### config.mk
export PLATFORM = sky130hd
export DESIGN_NAME = cse_seq_errors
export DESIGN_NICKNAME = d
export VERILOG_FILES = /design/src/cse_pkg.sv /design/src/cse_tgt_if.sv /design/src/cse_targets.sv /design/src/cse_seq_errors.sv
export SDC_FILE = /design/constraint.sdc
export NUM_CORES = 1
export LEC_CHECK = 0
export ABC_AREA = 1
export BUFFER_PORTS_ARGS = -buffer_cell sky130_fd_sc_hd__buf_2
export CAP_MARGIN = 20
export CELL_PAD_IN_SITES_DETAIL_PLACEMENT = 1
export CELL_PAD_IN_SITES_GLOBAL_PLACEMENT = 2
export CORE_ASPECT_RATIO = 1.75
export CORE_UTILIZATION = 30
export CTS_CLUSTER_DIAMETER = 30
export DETAILED_ROUTE_END_ITERATION = 10
export PLACE_DENSITY_LB_ADDON = 0.1
export SLEW_MARGIN = 10
export SYNTH_ARGS = -nofsm -noshare
export SYNTH_HDL_FRONTEND = slang
export SYNTH_SLANG_ARGS = --single-unit
### constraint.sdc
create_clock -name SYS_CLK_IN -period 2.8 [get_ports SYS_CLK_IN]
set_input_delay 0.56 -clock SYS_CLK_IN [delete_from_list [all_inputs] [get_ports SYS_CLK_IN]]
set_output_delay 0.56 -clock SYS_CLK_IN [all_outputs]
set_load 0.03 [all_outputs]
### src/cse_pkg.sv
/*
 * cse_pkg: register offsets, field positions, reset values and state codes
 * for the control store error and branch target block.
 * assumes one 8-bit register port and one clock shared by every user.
 */
package cse_pkg;

	localparam int DATA_W = 8;
	localparam int ADDR_W = 8;
	localparam int PTR_W = 6;
	localparam int TGT_N = 5;

	// documented offsets
	localparam logic [ADDR_W-1:0] OFF_ERR = 8'h28;
	localparam logic [ADDR_W-1:0] OFF_START = 8'h2A;
	localparam logic [ADDR_W-1:0] OFF_LOOP = 8'h2C;
	localparam logic [ADDR_W-1:0] OFF_SKIP1 = 8'h2E;
	localparam logic [ADDR_W-1:0] OFF_SKIP2 = 8'h30;
	localparam logic [ADDR_W-1:0] OFF_SKIP3 = 8'h32;
	// block-local control and status registers
	localparam logic [ADDR_W-1:0] OFF_ERR_CLR = 8'h40;
	localparam logic [ADDR_W-1:0] OFF_CFG = 8'h42;
	localparam logic [ADDR_W-1:0] OFF_STATE = 8'h44;

	// error flag bit positions
	localparam int FLG_CMP = 7;
	localparam int FLG_CMPI = 6;
	localparam int FLG_ID = 5;
	localparam int FLG_WRAP = 4;
	localparam int FLG_DPP = 3;
	localparam int FLG_OVUN = 2;
	localparam int FLG_LRC = 1;
	localparam int FLG_FAULT = 0;
	localparam logic [DATA_W-1:0] RETRY_MASK = 8'hE0;

	// configuration bit positions
	localparam int CFG_CMP_EN = 0;
	localparam int CFG_SRC_SEL = 1;
	localparam int CFG_DIAG_LO = 2;
	localparam int CFG_DIAG_HI = 3;
	localparam int CFG_LRC_EN = 5;
	localparam int CFG_SOFT_RST = 7;
	localparam logic [1:0] DIAG_CUR = 2'h1;
	localparam logic [1:0] DIAG_NEXT = 2'h2;

	localparam logic [DATA_W-1:0] BYTE_ZERO = 8'h00;
	localparam logic [DATA_W-1:0] CFG_RESET = 8'h00;
	localparam logic [PTR_W-1:0] PTR_ZERO = 6'h00;
	localparam logic [PTR_W-1:0] PTR_STEP = 6'h01;
	localparam logic [1:0] PAD_ZERO = 2'h0;

	typedef enum logic [1:0] {
		ST_RESET = 2'b00,
		ST_IDLE = 2'b01,
		ST_ACTIVE = 2'b10,
		ST_ABORT = 2'b11
	} cse_state_t;

	typedef enum logic [2:0] {
		TGT_START = 3'h0,
		TGT_LOOP = 3'h1,
		TGT_SKIP1 = 3'h2,
		TGT_SKIP2 = 3'h3,
		TGT_SKIP3 = 3'h4
	} cse_tgt_t;

	localparam logic [1:0] SKSEL_1 = 2'h0;
	localparam logic [1:0] SKSEL_2 = 2'h1;
	localparam logic [1:0] SKSEL_3 = 2'h2;

endpackage

### src/cse_tgt_if.sv
/*
 * cse_tgt_if: write path into the branch target registers and their
 * stored values back out.
 * assumes the owner drives one write at most per cycle.
 */
`timescale 1ns/10ps
interface cse_tgt_if (
	input wire logic clk,
	input wire logic rst
);
	import cse_pkg::*;
	logic wr;
	cse_tgt_t sel;
	logic [PTR_W-1:0] wdata;
	logic [PTR_W-1:0] ptr [TGT_N];

	modport regs (input clk, input rst, input wr, input sel, input wdata, output ptr);
	modport user (output wr, output sel, output wdata, input ptr);
endinterface

### src/cse_targets.sv
/*
 * cse_targets: the five six-bit branch targets (start, loop, skip 1..3).
 * assumes writes arrive already decoded with the upper two bits dropped.
 */
`timescale 1ns/10ps
module cse_targets
	import cse_pkg::*;
(
	cse_tgt_if.regs tif
);

	genvar gi;
	generate
		for (gi = 0; gi < TGT_N; gi++) begin : g_tgt
			always_ff @(posedge tif.clk or posedge tif.rst) begin
				if (tif.rst) begin
					tif.ptr[gi] <= PTR_ZERO;
				end else if (tif.wr && (int'(tif.sel) == gi)) begin
					tif.ptr[gi] <= tif.wdata;
				end
			end
		end
	endgenerate

endmodule

### src/cse_seq_errors.sv
/*
 * cse_seq_errors: sequencer error flags, write-one clears, branch selection
 * (retry, abort, loop, skip) and register read/write over the 8-bit port.
 * assumes all inputs are synchronous to SYS_CLK_IN and that instruction
 * fields are valid whenever INSTR_DONE_IN pulses.
 */
//Contract
//flags set on their errors, read-only status, all cleared by soft reset
//writing one to an interrupt status bit clears that flag
//compare mismatch flags a differing byte when source select and enable set
//enable set, source select clear: sync failure sets compare-immediate flag
//header CRC failure sets the header flag
//retry with compare, immediate or header flag jumps to loop, clears flag
//fail bit with any examined flag set aborts the sequencer
//wrap input differing from gate-derived wrap sets loopback flag
//parity error during disk read sets parity flag; examined under fail
//FIFO read while empty or write while full sets overrun flag
//enabled LRC check flags differing check bytes
//drive fault holds its flag; clear works only after fault removed
//start register gives first instruction for execution and loading
//diagnostic modes 1 and 2 read current and next pointer
//jump enable branches to loop when block count nonzero, no fail errors
//skip enable branches to skip target chosen by selector 00, 01, 10
//state reported as reset, idle, active or aborted code
//stop interrupt raised whenever the sequencer stops on abort
//unused upper address bits read zero and ignore writes
//reading status has no side effect on flags
`timescale 1ns/10ps
module cse_seq_errors
	import cse_pkg::*;
(
	input wire logic SYS_CLK_IN,
	input wire logic RST_IN,
	input wire logic [ADDR_W-1:0] REG_ADDR_IN,
	input wire logic [DATA_W-1:0] REG_WDATA_IN,
	input wire logic REG_WR_IN,
	input wire logic REG_RD_IN,
	output logic [DATA_W-1:0] REG_RDATA_OUT,
	input wire logic START_REQ_IN,
	input wire logic INSTR_DONE_IN,
	input wire logic INSTR_RETRY_IN,
	input wire logic INSTR_FAIL_IN,
	input wire logic INSTR_JUMP_IN,
	input wire logic INSTR_SKIP_IN,
	input wire logic [1:0] INSTR_SKIP_SEL_IN,
	input wire logic INSTR_STOP_IN,
	input wire logic BLOCK_CNT_NZ_IN,
	input wire logic CMP_BYTE_IN,
	input wire logic CMP_DIFF_IN,
	input wire logic CMP_SYNC_FAIL_IN,
	input wire logic ID_CRC_FAIL_IN,
	input wire logic WRAP_IN,
	input wire logic WRITE_GATE_IN,
	input wire logic READ_GATE_IN,
	input wire logic ADDRESS_MARK_ENABLE_IN,
	input wire logic DISK_READ_IN,
	input wire logic DISK_PARITY_ERR_IN,
	input wire logic FIFO_RD_IN,
	input wire logic FIFO_WR_IN,
	input wire logic FIFO_EMPTY_IN,
	input wire logic FIFO_FULL_IN,
	input wire logic LRC_CHECK_IN,
	input wire logic [15:0] LRC_GEN_IN,
	input wire logic [15:0] LRC_READ_IN,
	input wire logic DRIVE_FAULT_INPUT_IN,
	output logic [DATA_W-1:0] ERR_FLAGS_OUT,
	output logic [PTR_W-1:0] IPTR_OUT,
	output logic [1:0] SEQUENCER_STATE_CODE_OUT,
	output logic SEQUENCER_STOP_INTERRUPT_OUT
);

	function automatic logic hit(input logic [ADDR_W-1:0] a, input logic [ADDR_W-1:0] off);
		hit = (a == off);
	endfunction

	cse_tgt_if tif (.clk(SYS_CLK_IN), .rst(RST_IN));

	cse_targets u_targets (
		.tif(tif.regs)
	);

	logic [DATA_W-1:0] flags;
	logic [DATA_W-1:0] cfg;
	logic [DATA_W-1:0] set_vec;
	logic [DATA_W-1:0] clr_vec;
	logic [PTR_W-1:0] iptr;
	logic [PTR_W-1:0] next_iptr;
	logic [PTR_W-1:0] skip_ptr;
	cse_state_t state;
	cse_state_t next_state;
	logic soft_rst;
	logic cmp_en;
	logic src_sel;
	logic lrc_en;
	logic [1:0] diag;
	logic wr_clr;
	logic step;
	logic do_abort;
	logic do_retry;
	logic do_skip;
	logic do_jump;
	logic wrap_gen;

	assign soft_rst = cfg[CFG_SOFT_RST];
	assign cmp_en = cfg[CFG_CMP_EN];
	assign src_sel = cfg[CFG_SRC_SEL];
	assign lrc_en = cfg[CFG_LRC_EN];
	assign diag = cfg[CFG_DIAG_HI:CFG_DIAG_LO];
	assign wr_clr = REG_WR_IN && hit(REG_ADDR_IN, OFF_ERR_CLR);
	assign step = (state == ST_ACTIVE) && INSTR_DONE_IN && !soft_rst;
	// the gates are all low when the head is idle, so any asserted gate implies wrap
	assign wrap_gen = WRITE_GATE_IN | READ_GATE_IN | ADDRESS_MARK_ENABLE_IN;

	// error detection
	always_comb begin
		set_vec = BYTE_ZERO;
		set_vec[FLG_CMP] = CMP_BYTE_IN && CMP_DIFF_IN && cmp_en && src_sel;
		set_vec[FLG_CMPI] = CMP_SYNC_FAIL_IN && cmp_en && !src_sel;
		set_vec[FLG_ID] = ID_CRC_FAIL_IN;
		set_vec[FLG_WRAP] = WRAP_IN != wrap_gen;
		set_vec[FLG_DPP] = DISK_READ_IN && DISK_PARITY_ERR_IN;
		set_vec[FLG_OVUN] = (FIFO_RD_IN && FIFO_EMPTY_IN) || (FIFO_WR_IN && FIFO_FULL_IN);
		set_vec[FLG_LRC] = LRC_CHECK_IN && lrc_en && (LRC_GEN_IN != LRC_READ_IN);
		set_vec[FLG_FAULT] = DRIVE_FAULT_INPUT_IN;
	end

	// branch selection; abort outranks retry, retry outranks skip and jump
	always_comb begin
		do_abort = step && INSTR_FAIL_IN && (flags != BYTE_ZERO);
		do_retry = step && !do_abort && INSTR_RETRY_IN && ((flags & RETRY_MASK) != BYTE_ZERO);
		do_skip = step && !do_abort && !do_retry && INSTR_SKIP_IN && (INSTR_SKIP_SEL_IN != 2'h3);
		do_jump = step && !do_abort && !do_retry && !do_skip && INSTR_JUMP_IN && BLOCK_CNT_NZ_IN
			&& !(INSTR_FAIL_IN && (flags != BYTE_ZERO));
		unique case (INSTR_SKIP_SEL_IN)
			SKSEL_1: skip_ptr = tif.ptr[TGT_SKIP1];
			SKSEL_2: skip_ptr = tif.ptr[TGT_SKIP2];
			SKSEL_3: skip_ptr = tif.ptr[TGT_SKIP3];
			default: skip_ptr = iptr;
		endcase
		clr_vec = wr_clr ? REG_WDATA_IN : BYTE_ZERO;
		if (do_retry) begin
			clr_vec = clr_vec | (flags & RETRY_MASK);
		end
	end

	always_comb begin
		next_iptr = iptr;
		next_state = state;
		unique case (state)
			ST_RESET: begin
				if (!soft_rst) begin
					next_state = ST_IDLE;
				end
			end
			ST_IDLE: begin
				if (START_REQ_IN) begin
					next_state = ST_ACTIVE;
					next_iptr = tif.ptr[TGT_START];
				end
			end
			ST_ACTIVE: begin
				if (do_abort) begin
					next_state = ST_ABORT;
				end else if (step && INSTR_STOP_IN) begin
					next_state = ST_IDLE;
				end else if (do_retry || do_jump) begin
					next_iptr = tif.ptr[TGT_LOOP];
				end else if (do_skip) begin
					next_iptr = skip_ptr;
				end else if (step) begin
					next_iptr = PTR_W'(iptr + PTR_STEP);
				end
			end
			ST_ABORT: begin
				next_state = ST_ABORT;
			end
		endcase
		if (soft_rst) begin
			next_state = ST_RESET;
		end
	end

	// flags: soft reset clears all, otherwise a set in the clear cycle wins
	always_ff @(posedge SYS_CLK_IN or posedge RST_IN) begin
		if (RST_IN) begin
			flags <= BYTE_ZERO;
		end else if (soft_rst) begin
			flags <= BYTE_ZERO;
		end else begin
			flags <= (flags & ~clr_vec) | set_vec;
		end
	end

	always_ff @(posedge SYS_CLK_IN or posedge RST_IN) begin
		if (RST_IN) begin
			state <= ST_RESET;
			iptr <= PTR_ZERO;
		end else begin
			state <= next_state;
			iptr <= next_iptr;
		end
	end

	always_ff @(posedge SYS_CLK_IN or posedge RST_IN) begin
		if (RST_IN) begin
			SEQUENCER_STOP_INTERRUPT_OUT <= 1'b0;
		end else begin
			SEQUENCER_STOP_INTERRUPT_OUT <= (state != ST_ABORT) && (next_state == ST_ABORT);
		end
	end

	always_ff @(posedge SYS_CLK_IN or posedge RST_IN) begin
		if (RST_IN) begin
			cfg <= CFG_RESET;
		end else if (REG_WR_IN && hit(REG_ADDR_IN, OFF_CFG)) begin
			cfg <= REG_WDATA_IN;
		end
	end

	// target writes keep only the pointer bits
	always_comb begin
		tif.wr = REG_WR_IN;
		tif.wdata = REG_WDATA_IN[PTR_W-1:0];
		tif.sel = TGT_START;
		if (hit(REG_ADDR_IN, OFF_START)) begin
			tif.sel = TGT_START;
		end else if (hit(REG_ADDR_IN, OFF_LOOP)) begin
			tif.sel = TGT_LOOP;
		end else if (hit(REG_ADDR_IN, OFF_SKIP1)) begin
			tif.sel = TGT_SKIP1;
		end else if (hit(REG_ADDR_IN, OFF_SKIP2)) begin
			tif.sel = TGT_SKIP2;
		end else if (hit(REG_ADDR_IN, OFF_SKIP3)) begin
			tif.sel = TGT_SKIP3;
		end else begin
			tif.wr = 1'b0;
		end
	end

	// reads are pure: nothing here feeds back into the flags
	always_ff @(posedge SYS_CLK_IN or posedge RST_IN) begin
		if (RST_IN) begin
			REG_RDATA_OUT <= BYTE_ZERO;
		end else if (REG_RD_IN) begin
			if (hit(REG_ADDR_IN, OFF_ERR)) begin
				REG_RDATA_OUT <= flags;
			end else if (hit(REG_ADDR_IN, OFF_START)) begin
				if (diag == DIAG_CUR) begin
					REG_RDATA_OUT <= {PAD_ZERO, iptr};
				end else if (diag == DIAG_NEXT) begin
					REG_RDATA_OUT <= {PAD_ZERO, next_iptr};
				end else begin
					REG_RDATA_OUT <= {PAD_ZERO, tif.ptr[TGT_START]};
				end
			end else if (hit(REG_ADDR_IN, OFF_LOOP)) begin
				REG_RDATA_OUT <= {PAD_ZERO, tif.ptr[TGT_LOOP]};
			end else if (hit(REG_ADDR_IN, OFF_SKIP1)) begin
				REG_RDATA_OUT <= {PAD_ZERO, tif.ptr[TGT_SKIP1]};
			end else if (hit(REG_ADDR_IN, OFF_SKIP2)) begin
				REG_RDATA_OUT <= {PAD_ZERO, tif.ptr[TGT_SKIP2]};
			end else if (hit(REG_ADDR_IN, OFF_SKIP3)) begin
				REG_RDATA_OUT <= {PAD_ZERO, tif.ptr[TGT_SKIP3]};
			end else if (hit(REG_ADDR_IN, OFF_CFG)) begin
				REG_RDATA_OUT <= cfg;
			end else if (hit(REG_ADDR_IN, OFF_STATE)) begin
				REG_RDATA_OUT <= {6'h00, state};
			end else begin
				REG_RDATA_OUT <= BYTE_ZERO;
			end
		end
	end

	assign ERR_FLAGS_OUT = flags;
	assign IPTR_OUT = iptr;
	assign SEQUENCER_STATE_CODE_OUT = state;
endmodule

Word level (Yosys, flattened, before mapping)
Index checks and enable logic that the tools add are counted.
Storage, ports and cells
  register bits after elaboration: 63
  bits of input ports: 78
  output and inout port bits: 25
  word-level logic and storage cells: 126
Operators by class
  add/subtract/negate cells: 1
  equal/unequal tests: 25
  multiplexer cells: 36
  bitwise gates (word level): 6
  reductions and logical operators: 47
Operator list (count)
  $mux W8: 10
  $eq A8 B6 Y1 const B: 6
  $mux W6: 8
  $logic_and A1 B1 Y1: 34
  $eq A8 B7 Y1 const B: 3
  $pmux W6 S3: 1
  $ne A16 B16 Y1: 1
  $or A8 B8 Y8: 2
  $reduce_bool A8 Y1: 2
  $mux W3: 5
  $pmux W6 S2: 1
  $eq A2 B2 Y1 const B: 5
  $mux W2: 5
  $eq A3 B3 Y1 const B: 3
  $and A8 B8 Y8: 1
  $not A8 Y8: 1
  $pmux W2 S4: 1
  $add A6 B1 Y6 const B: 1
  $eq A2 B1 Y1 const B: 3
  $logic_not A1 Y1: 6
  $mux W1: 5
  $logic_not A2 Y1: 2
  $ne A2 B2 Y1 const B: 2
  $eq A3 B2 Y1 const B: 1
  other kinds (4): 6

Longest topological paths before layout
Gate-level depths: netlist of run 1.
  depth after elaboration: 27
  mapped depth: 18
  gate-level depth less buffers: 18

By module
Synthesis of run 1 repeated with hierarchy kept, for this count alone.
Unflattened totals
  cells, all modules: 605
  area total of the unflattened synthesis: 4152.7 µm²
By module, submodules not included
  cse_seq_errors: instances 1, cells each 462, area each 2936.6 µm², sequential area each 825.8 µm²
  cse_targets: instances 1, cells each 143, area each 1216.2 µm², sequential area each 750.7 µm²

Worst setup path after synthesis of run 1
No wires, ideal clock.
  path kind: flip-flop to flip-flop
  start: reg state[0] (netlist: SEQUENCER_STATE_CODE_OUT[0])
  end: reg REG_RDATA_OUT[3]
  data arrival time: 2.160 ns
  required time: 2.727 ns
  slack: 0.567 ns
  cell stages (with the launch flop): 18
  buffers on the path: 0
  cell sequence: dfrtp_1 > inv_1 > ha_1 > nand3_4 > nor2_4 > o21ai_4 > nand4_4 > nand2_2 > inv_4 > nand3_1 > nand2_1 > nand2_1 > nand2_1 > nand2_1 > nand3_1 > nand2_1 > nand2_1 > a21oi_2
On the way
  word-level cells in the longest chain between the ends: 27
  elaborated cells between the ends (all ways): 31
  those cells by class: eq/ne (2); mux (10); reduce/logical (19)
Ends and longest elaborated chain
  from (decl): RTL line cse_seq_errors.sv:89  | cse_state_t state;
  from (signal assigned): RTL line cse_seq_errors.sv:199  | state <= next_state;
  $eq A2 B2 Y1: RTL line cse_seq_errors.sv:110, cse_seq_errors.sv:149
  $logic_and A1 B1 Y1 (2 in a row): RTL line cse_seq_errors.sv:110  | assign step = (state == ST_ACTIVE) && INSTR_DONE_IN && !soft_rst;
  $logic_and A1 B1 Y1 (2 in a row): RTL line cse_seq_errors.sv:129  | do_abort = step && INSTR_FAIL_IN && (flags != BYTE_ZERO);
  $logic_not A1 Y1: RTL line cse_seq_errors.sv:130, cse_seq_errors.sv:131, cse_seq_errors.sv:132
  $logic_and A1 B1 Y1: RTL line cse_seq_errors.sv:130, cse_seq_errors.sv:131, cse_seq_errors.sv:132
  $logic_and A1 B1 Y1 (2 in a row): RTL line cse_seq_errors.sv:130  | do_retry = step && !do_abort && INSTR_RETRY_IN && ((flags & RETRY_MASK) != BYTE_ZERO);
  $logic_not A1 Y1: RTL line cse_seq_errors.sv:131, cse_seq_errors.sv:132
  $logic_and A1 B1 Y1: RTL line cse_seq_errors.sv:131, cse_seq_errors.sv:132
  [8 not listed]
  $mux W6: RTL line cse_seq_errors.sv:166  | end else if (do_retry || do_jump) begin
  $mux W6: RTL line cse_seq_errors.sv:164  | end else if (step && INSTR_STOP_IN) begin
  $mux W6: RTL line cse_seq_errors.sv:162  | if (do_abort) begin
  $pmux W6 S2 (*): RTL line cse_seq_errors.sv:149  | unique case (state)
  $mux W6 (*): RTL line cse_seq_errors.sv:250  | end else if (diag == DIAG_NEXT) begin
  $mux W6 (*): RTL line cse_seq_errors.sv:248  | if (diag == DIAG_CUR) begin
  $mux W8 (*): RTL line cse_seq_errors.sv:247  | end else if (hit(REG_ADDR_IN, OFF_START)) begin
  $mux W8 (*): RTL line cse_seq_errors.sv:245  | if (hit(REG_ADDR_IN, OFF_ERR)) begin
  to (signal assigned): RTL line cse_seq_errors.sv:246  | REG_RDATA_OUT <= flags;
  to (signal assigned): RTL line cse_seq_errors.sv:249  | REG_RDATA_OUT <= {PAD_ZERO, iptr};
  to (signal assigned): RTL line cse_seq_errors.sv:251  | REG_RDATA_OUT <= {PAD_ZERO, next_iptr};
  to (decl): RTL line cse_seq_errors.sv:38  | output logic [DATA_W-1:0] REG_RDATA_OUT,
Mark *: on every way between the ends. The rest lies on a longest branch, timed or not.
A chain may end at the register's enable or synchronous reset.

Final worst setup path of run 1
  start: reg state[0] (netlist: SEQUENCER_STATE_CODE_OUT[0])
  end: reg REG_RDATA_OUT[0]
On the way
  word-level cells in the longest chain between the ends: 27
  elaborated cells between the ends (all ways): 37
  those cells by class: eq/ne (2); mux (16); reduce/logical (19)
Ends and longest elaborated chain (RTL line)
  $eq A2 B2 Y1: cse_seq_errors.sv:110, cse_seq_errors.sv:149
  $logic_and A1 B1 Y1 (2 in a row): cse_seq_errors.sv:110
  $logic_and A1 B1 Y1 (2 in a row): cse_seq_errors.sv:129
  $logic_not A1 Y1: cse_seq_errors.sv:130, cse_seq_errors.sv:131, cse_seq_errors.sv:132
  $logic_and A1 B1 Y1: cse_seq_errors.sv:130, cse_seq_errors.sv:131, cse_seq_errors.sv:132
  $logic_and A1 B1 Y1 (2 in a row): cse_seq_errors.sv:130
  $logic_not A1 Y1: cse_seq_errors.sv:131, cse_seq_errors.sv:132
  $logic_and A1 B1 Y1: cse_seq_errors.sv:131, cse_seq_errors.sv:132
  [8 not listed]
  $mux W6: cse_seq_errors.sv:166
  $mux W6: cse_seq_errors.sv:164
  $mux W6: cse_seq_errors.sv:162
  $pmux W6 S2: cse_seq_errors.sv:149
  $mux W6: cse_seq_errors.sv:250
  $mux W6: cse_seq_errors.sv:248
  $mux W8 (*): cse_seq_errors.sv:247
  $mux W8 (*): cse_seq_errors.sv:245
Marked as above.

==> qor.txt, run 1 <==
Status: finished clean
I/O pin count: 103
Slew @ Worst Pin: 538 ps
FILL cells: 1652
Leak: 0.00243 uW
Placer Congestion: 0.899
Worst r2r src: SEQUENCER_STATE_CODE_OUT[0]$_DFF_PP0_
Post-Syn Area: 4030 um^2
Share of layout cells above drive strength 1: 22.9%
Routed len/inst: 18.9 um
TritonRoute pass-1 iters: 4
Syn Nets: 632
Overall routing resource usage: 24.1%
Crit-path max FO: 7
Total negative setup slack: 0 ps
Clock root buffer: clkbuf_16
Fin crit share: 89.5%
Tmin final: 2510 ps
CTS buffer count: 9
Setup Crit Path Kind: reg -> reg
Placeable Area: 13000 um^2
DRT iter0 DRCs: 189
Ys flop type: dfrtp_1
Finished Core Util: 39.0%
Global-route wire length before repair: 24.1 mm
Syn-to-layout area delta: 25.9%
H-Tree Depth: 3
Finished Layout Cells: 835
Vias in the first global route: 4419
RSZ-0062 raised after global routing: false
F_max: 0.399 GHz
Reg clk slew, reported paths: 60 ps
Commonest cells post-synth: nand2_1, inv_1, dfrtp_1, o21ai_0, nor2_1
Final Max Slew Viols: 0
# diodes: 0
Via count: 4172
Peak VDD IR: 0.388 mV
Most common cell in the synthesized netlist: nand2_1
Critical Path RT: 3060 ps
Drt via density: 5.00
Clock sinks: 63
Maxcap violations: 0
Critical Path Source: SEQUENCER_STATE_CODE_OUT[0]$_DFF_PP0_
Post-synthesis sequential area ratio: 39.1%
Post-CTS Setup Repair Bufs: 0
Clk Latency, worst-skew pair: 330 ps
CP Launch Type: flip-flop
Post-synth EDFFs: 0
Avg Cell Area, Syn: 7.35 um^2
Die height: 155 um
Worst r2r path cells: 16
Starting density of the core: 31.0%
Post-DP HPWL: 13.1 mm
GRT overflow: 0
WP data arrival: 2760 ps
Rel. slew slack: 64.1%
Register bit total from synthesis: 63
Initial antenna violation count: 0
Post_cts resized: 0
Crit. End Element: flip-flop
Final setup viols: 0
CTS tree: done
Ys async rst share: 100%
Dpl cells: 819
Synth area leader: dfrtp_1
Die area: 13900 um^2
Drt total wl: 15.8 mm
Hold Crit Class: in -> async
Pin count of the biggest net entering global routing: 25
Final hold vios: 0
# rows: 55
Clock Path Buffers: 2
Synth unique cells: 43
Gate Count Post-Synth: 549
Antenna violation net count after detailed routing: 0
Chip Width: 89.6 um
Setup Skew: 6.19 ps
Hold buffer count at cts: 0
Final nets: 742
Post-synth top area share: 39.1%
Yosys warns: 0
P per Cell Area: 588 nW/um^2
Port buffer count: 102
Area contributors post-synth: dfrtp_1, nand2_1, o21ai_0
Overall power: 2980 uW
Post-route DRC: 0
worst paths after layout:
check / endpoint / slack [ps]
setup / recovery: REG_RDATA_OUT[0]$_DFFE_PP0P_ / 290
hold / removal: ERR_FLAGS_OUT[2]$_DFF_PP0_ / 270
setup reg to reg: REG_RDATA_OUT[0]$_DFFE_PP0P_ / 290
hold reg to reg: u_targets.tif.ptr[15]$_DFFE_PP0P_ / 480
max in group asynchronous: u_targets.tif.ptr[25]$_DFFE_PP0P_ / 1810
min in group SYS_CLK_IN: ERR_FLAGS_OUT[0]$_DFF_PP0_ / 450
cell type report:
cell class	instances	area, um^2	area share (%)
Multi-Input combinational cell	390	2080	41.0
Sequential cell	63	1580	31.0
Timing Repair Buffer	109	563	11.1
Inverter	86	330	6.51
Clock buffer	10	229	4.51
Tap cell	171	214	4.21
Clock inverter	6	85.1	1.68
per-layer routing:
| layer | global-route usage, % | vias to the layer above | routed length, um |
|---|---|---|---|
| li1 | - | 2040 | - |
| met3 | 2.71 | 24 | 390 |
| met5 | 0 | - | 0 |
| met4 | 10.1 | 0 | 559 |
| met1 | 24.5 | 2018 | 5580 |
| met2 | 47.0 | 90 | 9240 |
stage by stage:
stage / setup slack, ps / hold WS, ps / instance area (um^2)
detailed placement: 290 / 473 / 4760
CTS: 267 / 285 / 5080
floorplan: 567 / 453 / 4030
finish: 294 / 272 / 5080
global route: 80.1 / 323 / 5080
global placement: 303 / 469 / 4760
worst max-delay path: stages, from the launching register on:
cell	delay, ps
dfrtp_1	430
inv_1	150
ha_1	280
nand3_4	160
inv_2	160
nand2_2	80
nor2_4	220
o21ai_0	200
nand3_1	120
nand2_1	60
nand2_1	50
nand2_1	80
nand2_1	70
nand3_1	90
nand2_1	90
nand2_1	80
a21oi_2	110
state kept, by name (all words and copies together) (netlist names):
register                      flops
IPTR_OUT                          6
REG_RDATA_OUT                     8
ERR_FLAGS_OUT                     8
SEQUENCER_STOP_INTERRUPT_OUT      1
SEQUENCER_STATE_CODE_OUT          2
u_targets.tif.ptr                30
cfg                               8
kinds of logic (layout without fill, tap and decap cells):
kind of cell               after synthesis  in the layout  synth area share, %
and+or+nand+nor                        230            230                 25.4
AOI/OAI and AO/OA                      136            136                 20.4
buffers and inverters                   96            211                 9.34
DFF                                     63             63                 39.1
xor gates and xnor gates                18             18                 3.91
adders and majority gates                5              5                 1.55
muxes                                    1              1                0.279
placed cells by master (no fill, tap or decap), types with 2 or more instances in the layout:
master and count:
nand2_1 133, buf_2 102, inv_1 82, dfrtp_1 63
o21ai_0 63, nor2_1 38, a21oi_1 31, nand3_1 25
xnor2_1 11, a221oi_1 9, clkbuf_16 9, nand4_1 8
o2111ai_1 8, xor2_1 7, buf_4 7, nand2_2 6
nor3_1 6, a21oi_2 6, a21boi_0 5, ha_1 5
o211ai_1 4, nor2_4 3, o22ai_1 3, nor2_2 2
inv_2 2, o221ai_1 2, clkinvlp_4 2, clkinv_2 2
bufinv_16 2
power breakdown:
group          switching [uW]  internal (uW)
clock network             411            776
registers                 128            989
logic                     448            232
total                     987           2000
No activity file was read; power rests on OpenSTA's default activity.
==> run 2, diff against run 1 <==
Settings changed: CORE_UTILIZATION 30 to 29, SYNTH_HIERARCHICAL set to 1.
==> run 2 against run 1 <==
Power grew 14%. Synthesized area up 3.0%. Global-route usage fell by 1.1 points. Critical path type unchanged. Register-to-register slack worse by 20 ps.
==> qor.txt, run 2 <==
Hold Crit Class: in -> async
Post-synth EDFFs: 0 (unchanged)
Top cell by count, worst path: nand2_1
Max FFs per register: 30 (unchanged)
Worst r2r path cells: 17 (+1)
Dpl cells: 894 (+9.2%)
Area contributors post-synth: dfrtp_1, nand2_1, inv_1
Crit. End Element: flip-flop
Status: finished clean
Setup Crit Path Kind: reg -> reg
Cells along the critical path: inv_1 -> ha_2 -> nand3_4 -> inv_2 -> nand2_1 -> nand2_1 -> a21oi_1 -> nand2_1 -> nand2_1 -> nand2_1 -> nand2_1 -> nand3_1 -> nand2_1 -> nand2_1 -> nand2_1 -> nand2_1 -> nand2_1
Post-synthesis sequential area ratio: 38.0% (-1.1 points)
Initial antenna violation count: 0 (unchanged)
Fin crit share: 90.2% (+0.67 points)
I/O pin count: 103 (unchanged)
Post-CTS Setup Repair Bufs: 0 (unchanged)
Share of layout cells above drive strength 1: 20.9% (-2.0 points)
Reg clk slew, reported paths: 60 ps (about the same)
RSZ-0062 raised after global routing: false
Pin count of the biggest net entering global routing: 34 (+36%)
Routed len/inst: 17.6 um (-6.9%)
Yosys warns: 6 (+6)
Commonest non-fill, non-tap cells in the layout: nand2_1, buf_2, inv_1
Synth area leader: dfrtp_1
Chip Width: 92.5 um (+3.1%)
Top reg by flops: u_targets/tif.ptr
Gate Count Post-Synth: 605 (+10%)
Peak VDD IR: 0.260 mV (-33%)
Synth unique cells: 38 (-12%)
Die area: 14800 um^2 (+6.4%)
Final nets: 811 (+9.3%)
Commonest cells post-synth: nand2_1, inv_1, dfrtp_1, nand3_1, nor2_1
CP Launch Type: flip-flop
Placeable Area: 13900 um^2 (+6.9%)
Clock sinks: 63 (unchanged)
Commonest non-fill, non-tap cell in the layout: nand2_1
Post-route DRC: 0 (unchanged)
Via count: 4413 (+5.8%)
Drt total wl: 16.0 mm (+1.5%)
Avg Cell Area, Syn: 6.86 um^2 (-6.6%)
CTS buffer count: 9 (unchanged)
GRT overflow: 0 (unchanged)
CTS tree: done
Clock Path Buffers: 2 (unchanged)
Final hold vios: 0 (unchanged)
Critical path's slowest cell: dfrtp_2
Crit-path max FO: 10 (+3)
# rows: 57 (+3.6%)
Leak: 0.00275 uW (+13%)
Worst Path Buf+Inv: 2 (unchanged)
Starting density of the core: 29.9% (-1.1 points)
Vias in the first global route: 4865 (+10%)
Tmin final: 2530 ps (+18.7 ps)
Critical Path RT: 3030 ps (-30 ps)
Die height: 160 um (+3.2%)
Drt via density: 4.85 (-2.9%)
Overall power: 3400 uW (+14%)
Overall routing resource usage: 23.0% (-1.1 points)
Ys async rst share: 100% (unchanged)
Critical path depth: 17 (+1)
Post-synth top area share: 38.0% (-1.1 points)
Finished Layout Cells: 910 (+9.0%)
Syn Nets: 688 (+8.9%)
Register bit total from synthesis: 63 (unchanged)
Placer Congestion: 0.839 (-6.7%)
Post-DP HPWL: 13.2 mm (+0.82%)
Hold buffer count at cts: 0 (unchanged)
DRT iter0 DRCs: 120 (-37%)
TritonRoute pass-1 iters: 4 (unchanged)
Total negative setup slack: 0 ps (unchanged)
Critical Path Max Stage Delay: 460 ps (+30 ps)
Rel. slew slack: 60.4% (-3.7 points)
H-Tree Depth: 3 (unchanged)
Slew @ Worst Pin: 579 ps (+41.1 ps)
Post-Syn Area: 4150 um^2 (+3.0%)
P per Cell Area: 646 nW/um^2 (+9.9%)
Clk Latency, worst-skew pair: 330 ps (about the same)
Port buffer count: 102 (unchanged)
WP data arrival: 2750 ps (about the same)
Global-route wire length before repair: 25.7 mm (+6.7%)
Final Max Slew Viols: 0 (unchanged)
Ys flop type: dfrtp_1
Syn-to-layout area delta: 26.8%
Most common cell in the synthesized netlist: nand2_1
Post_cts resized: 0 (unchanged)
# diodes: 0 (unchanged)
Critical path's top delay family: simple AND/OR/NAND/NOR gates
Final setup viols: 0 (unchanged)
Setup Skew: 6.24 ps (+0.0461 ps)
F_max: 0.396 GHz (-0.74%)
Clock root buffer: clkbuf_16
Antenna violation net count after detailed routing: 0 (unchanged)
Maxcap violations: 0 (unchanged)
run 2: cell count changes in the layout (fill, tap and decap cells not counted), moves of 3 or more:
cell	previous run	this run
buf_4	7	18
nand2_2	6	3
nand3_1	25	52
nor2_1	38	41
a31oi_1	1	4
a21oi_2	6	0
nand2_1	133	203
o211ai_1	4	1
o2111ai_1	8	2
o21ai_0	63	35
o22ai_1	3	8
nand4_1	8	4
run 2: where the power goes:
group / internal [uW] / switching [uW] / leakage, uW
clock network: 595 / 416 / 0.000126
registers: 1020 / 148 / 0.000834
logic: 409 / 810 / 0.00179
total: 2030 / 1370 / 0.00275
run 2: area by class of cell:
type | count | area [um^2]
inverters | 86 | 323
flip-flops and latches | 63 | 1580
clock buffers | 12 | 236
fillers | 1824 | 8640
clock inverters | 4 | 22.5
well taps | 177 | 221
multi-input cells | 447 | 2220
repair buffers | 121 | 666
run 2: path summary, 6_finish.rpt:
| path | from | to | slack (ps) |
|---|---|---|---|
| max | SEQUENCER_STATE_CODE_OUT[0]$_DFF_PP0_ | REG_RDATA_OUT[3]$_DFFE_PP0P_ | 270 |
| min | RST_IN | u_targets/tif.ptr[21]$_DFFE_PP0P_ | 310 |
| max reg2reg | SEQUENCER_STATE_CODE_OUT[0]$_DFF_PP0_ | REG_RDATA_OUT[3]$_DFFE_PP0P_ | 270 |
| min reg2reg | u_targets/tif.ptr[15]$_DFFE_PP0P_ | u_targets/tif.ptr[15]$_DFFE_PP0P_ | 470 |
| max in group asynchronous | RST_IN | SEQUENCER_STATE_CODE_OUT[0]$_DFF_PP0_ | 2110 |
| min in group SYS_CLK_IN | u_targets/tif.ptr[15]$_DFFE_PP0P_ | u_targets/tif.ptr[15]$_DFFE_PP0P_ | 470 |
run 2: cell families (layout without fill, tap and decap cells):
family	count (synthesis)	after routing	share of synthesized area [%]
AOI/OAI and AO/OA	101	101	14.4
xor gates and xnor gates	19	19	4.01
adders and majority gates	5	5	1.51
buffers and inverters	95	223	8.74
DFF	63	63	38.0
muxes	3	3	0.813
and+or+nand+nor	319	319	32.5
run 2: per-layer routing:
metal,vias to the layer above,GRT usage [%],wire length [um]
met2,83,45.9,9370
met4,0,7.81,354
met3,20,2.51,339
met5,-,0,0
li1,2201,-,-
met1,2109,23.9,5940
run 2: metrics by stage:
step | worst slack, ps | utilization (%) | hold slack [ps] | cell area [um^2]
final | 275 | 37.9 | 305 | 5270
after global routing | 14.0 | 37.9 | 341 | 5270
after CTS | 93.7 | 37.8 | 316 | 5260
after detailed placement | 125 | 36.0 | 458 | 5000
after global placement | 198 | 36.0 | 454 | 5000
after floorplan | 420 | - | 442 | 4150
run 2: worst register-to-register path: stages (launching register included):
cell and delay [ps]:
dfrtp_2 460, inv_1 140, ha_2 230, nand3_4 150, inv_2 150, nand2_1 90, nand2_1 320, a21oi_1 90
nand2_1 100, nand2_1 50, nand2_1 70, nand2_1 50, nand3_1 80, nand2_1 100, nand2_1 130, nand2_1 70
nand2_1 90, nand2_1 50
==> run 3, diff against run 2 <==
Settings changed: RECOVER_POWER set to 50.
==> run 3 against run 2 <==
Count of clock-buffer cells in the layout stayed put. Clock power hardly changed. Largest cell class unchanged. Sequential share of layout area rose by 0.13 points. Hold slack better by 160 ps. Setup slack better by 19 ps. Core utilization is 0.16 points lower. Combinational power barely moved. Routed wire length decreased by 0.19%. Final cell count unchanged. Register-to-register slack improved by 20 ps. Sequential cell count is the same. The flow now finishes with violations (max-capacitance violations, max-slew violations).
==> qor.txt, run 3 (same netlist as run 2, synthesis figures left out) <==
CTS buffer count: 9 (unchanged)
Fin crit share: 89.5% (-0.68 points)
P per Cell Area: 647 nW/um^2 (+0.25%)
Leak: 0.00270 uW (-1.8%)
Hold Crit Depth: 2
Commonest non-fill, non-tap cells in the layout: nand2_1, buf_2, inv_1
Worst r2r path cells: 17 (unchanged)
CP Launch Type: flip-flop
Hold Crit Class: reg -> reg
Met2 usage: 45.9% (unchanged)
Cells along the critical path: inv_1 -> ha_2 -> nand3_4 -> inv_2 -> nand2_1 -> nand2_1 -> a21oi_1 -> nand2_1 -> nand2_1 -> nand2_1 -> nand2_1 -> nand3_1 -> nand2_1 -> nand2_1 -> nand2_1 -> nand2_1 -> nand2_1
Drt total wl: 16.0 mm (-0.19%)
Tmin final: 2510 ps (-19.1 ps)
H-Tree Depth: 3 (unchanged)
Top cell by count, worst path: nand2_1
Final Max Slew Viols: 65 (+65)
# rows: 57 (unchanged)
Post-DP HPWL: 13.2 mm (unchanged)
TritonRoute pass-1 iters: 4 (unchanged)
Maxcap violations: 2 (+2)
I/O pin count: 103 (unchanged)
Top reg by flops: u_targets/tif.ptr
Setup Skew: 6.43 ps (+0.195 ps)
Total negative setup slack: 0 ps (unchanged)
Rel. slew slack: -30.2% (-91 points)
Syn-to-layout area delta: 26.3%
GRT overflow: 0 (unchanged)
Worst r2r dst: REG_RDATA_OUT[3]$_DFFE_PP0P_
Worst min-delay path startpoint: u_targets/tif.ptr[15]$_DFFE_PP0P_
Status: complete, but fails checks
Final hold vios: 0 (unchanged)
Peak VDD IR: 0.260 mV (about the same)
WP data arrival: 2730 ps (-20 ps)
Final setup viols: 0 (unchanged)
Final nets: 811 (unchanged)
Worst hold endpoint: u_targets/tif.ptr[15]$_DFFE_PP0P_
Met1 Use GR: 23.9% (unchanged)
Global-route wire length before repair: 25.7 mm (unchanged)
CTS tree: done
DRT iter0 DRCs: 132 (+10%)
Routed len/inst: 17.6 um (-0.19%)
Setup Crit Path Kind: reg -> reg
Failing checks: max-capacitance violations, max-slew violations
Crit. End Element: flip-flop
Slew @ Worst Pin: 1950 ps (+1370 ps)
Flop-to-flop setup slack: 290 ps (+20 ps)
Via count: 4420 (+0.16%)
Initial antenna violation count: 0 (unchanged)
Critical Path Max Stage Delay: 460 ps (about the same)
Max FFs per register: 30 (unchanged)
Critical Path RT: 3030 ps (about the same)
Critical path's slowest cell: dfrtp_2
Die area: 14800 um^2 (unchanged)
Starting density of the core: 29.9% (unchanged)
Placer Congestion: 0.839 (unchanged)
Clock sinks: 63 (unchanged)
GRT Max-Usage Layer: met2
Reg clk slew, reported paths: 60 ps (about the same)
Pin count of the biggest net entering global routing: 34 (unchanged)
Crit-path max FO: 10 (unchanged)
Drt via density: 4.86 (+0.16%)
Hold buffer count at cts: 0 (unchanged)
M3 GR Usage: 2.51% (unchanged)
Port buffer count: 102 (unchanged)
Worst Path Buf+Inv: 2 (unchanged)
Clk Latency, worst-skew pair: 330 ps (about the same)
Antenna violation net count after detailed routing: 0 (unchanged)
# diodes: 0 (unchanged)
Overall routing resource usage: 23.0% (unchanged)
Chip Width: 92.5 um (unchanged)
Commonest non-fill, non-tap cell in the layout: nand2_1
Critical path's top delay family: simple AND/OR/NAND/NOR gates
Clock root buffer: clkbuf_16
RSZ-0062 raised after global routing: false
Clock Path Buffers: 2 (unchanged)
Placeable Area: 13900 um^2 (unchanged)
Die height: 160 um (unchanged)
Final WS setup: 294 ps (+19.1 ps)
Share of layout cells above drive strength 1: 19.0% (-1.9 points)
Post-route DRC: 0 (unchanged)
F_max: 0.399 GHz (+0.76%)
Worst r2r src: SEQUENCER_STATE_CODE_OUT[0]$_DFF_PP0_
Vias in the first global route: 4865 (unchanged)
Dpl ws: 125 ps (unchanged)
[run 3: cell count changes in the layout (fill, tap and decap cells not counted), sizes merged]
cell / delta
buf: -14
clkbuf: +14
[run 3: worst register-to-register path, cell delays in order (launching register included)]
cell	delay [ps]
dfrtp_2	460
inv_1	140
ha_2	230
nand3_4	150
inv_2	150
nand2_1	90
nand2_1	320
a21oi_1	90
nand2_1	100
nand2_1	50
nand2_1	70
nand2_1	50
nand3_1	80
nand2_1	90
nand2_1	130
nand2_1	70
nand2_1	90
nand2_1	50
[run 3: how the worst max path moves through the flow]
stage | from | to | slack, ps | cells after the start
6_report | SEQUENCER_STATE_CODE_OUT[0]$_DFF_PP0_ | REG_RDATA_OUT[3]$_DFFE_PP0P_ | 290 | 17
5_1_grt | SEQUENCER_STATE_CODE_OUT[0]$_DFF_PP0_ | REG_RDATA_OUT[2]$_DFFE_PP0P_ | 10 | 19
4_1_cts | SEQUENCER_STATE_CODE_OUT[0]$_DFF_PP0_ | REG_RDATA_OUT[5]$_DFFE_PP0P_ | 90 | 20
3_5_place_dp | SEQUENCER_STATE_CODE_OUT[0]$_DFF_PP0_ | REG_RDATA_OUT[5]$_DFFE_PP0P_ | 130 | 20
3_3_place_gp | SEQUENCER_STATE_CODE_OUT[0]$_DFF_PP0_ | REG_RDATA_OUT[5]$_DFFE_PP0P_ | 200 | 20
2_1_floorplan | REG_ADDR_IN[1] | u_targets/tif.ptr[12]$_DFFE_PP0P_ | 420 | 13
[run 3: layer usage]
layer  part of all wire [%]  vias to the layer above
met5                      0                        -
met4                    2.2                        0
met3                    2.1                       18
met2                     59                       77
met1                     37                     2122
li1                       -                     2203
[run 3: report_power, final]
part / leakage [uW] / switching, uW / internal (uW)
logic: 0.00174 / 810 / 405
clock network: 0.000126 / 414 / 595
registers: 0.000834 / 148 / 1020
total: 0.00270 / 1370 / 2020
[run 3: area by class of cell]
class	instances	area [um^2]
clock buffers	12	236
clock inverters	4	22.5
fillers	1828	8660
inverters	86	323
multi-input cells	447	2220
flip-flops and latches	63	1580
well taps	177	221
repair buffers	121	643
[run 3: repair_timing]
item	in CTS	in global routing
resized for setup	0	3
buffers inserted	0	0
endpoints found under the setup margin	0	6
[run 3: through the flow]
step                      power (uW)  area, um^2  cells  hold slack [ps]  utilization, %
final                           3390        5250    910              469            37.7
after global routing            3630        5250    910              487            37.7
after detailed placement        2410        5000    894              458            36.0
after CTS                       3440        5260    910              316            37.8
after floorplan                 1970        4150    605              442               -
after global placement          2370        5000    894              454            36.0
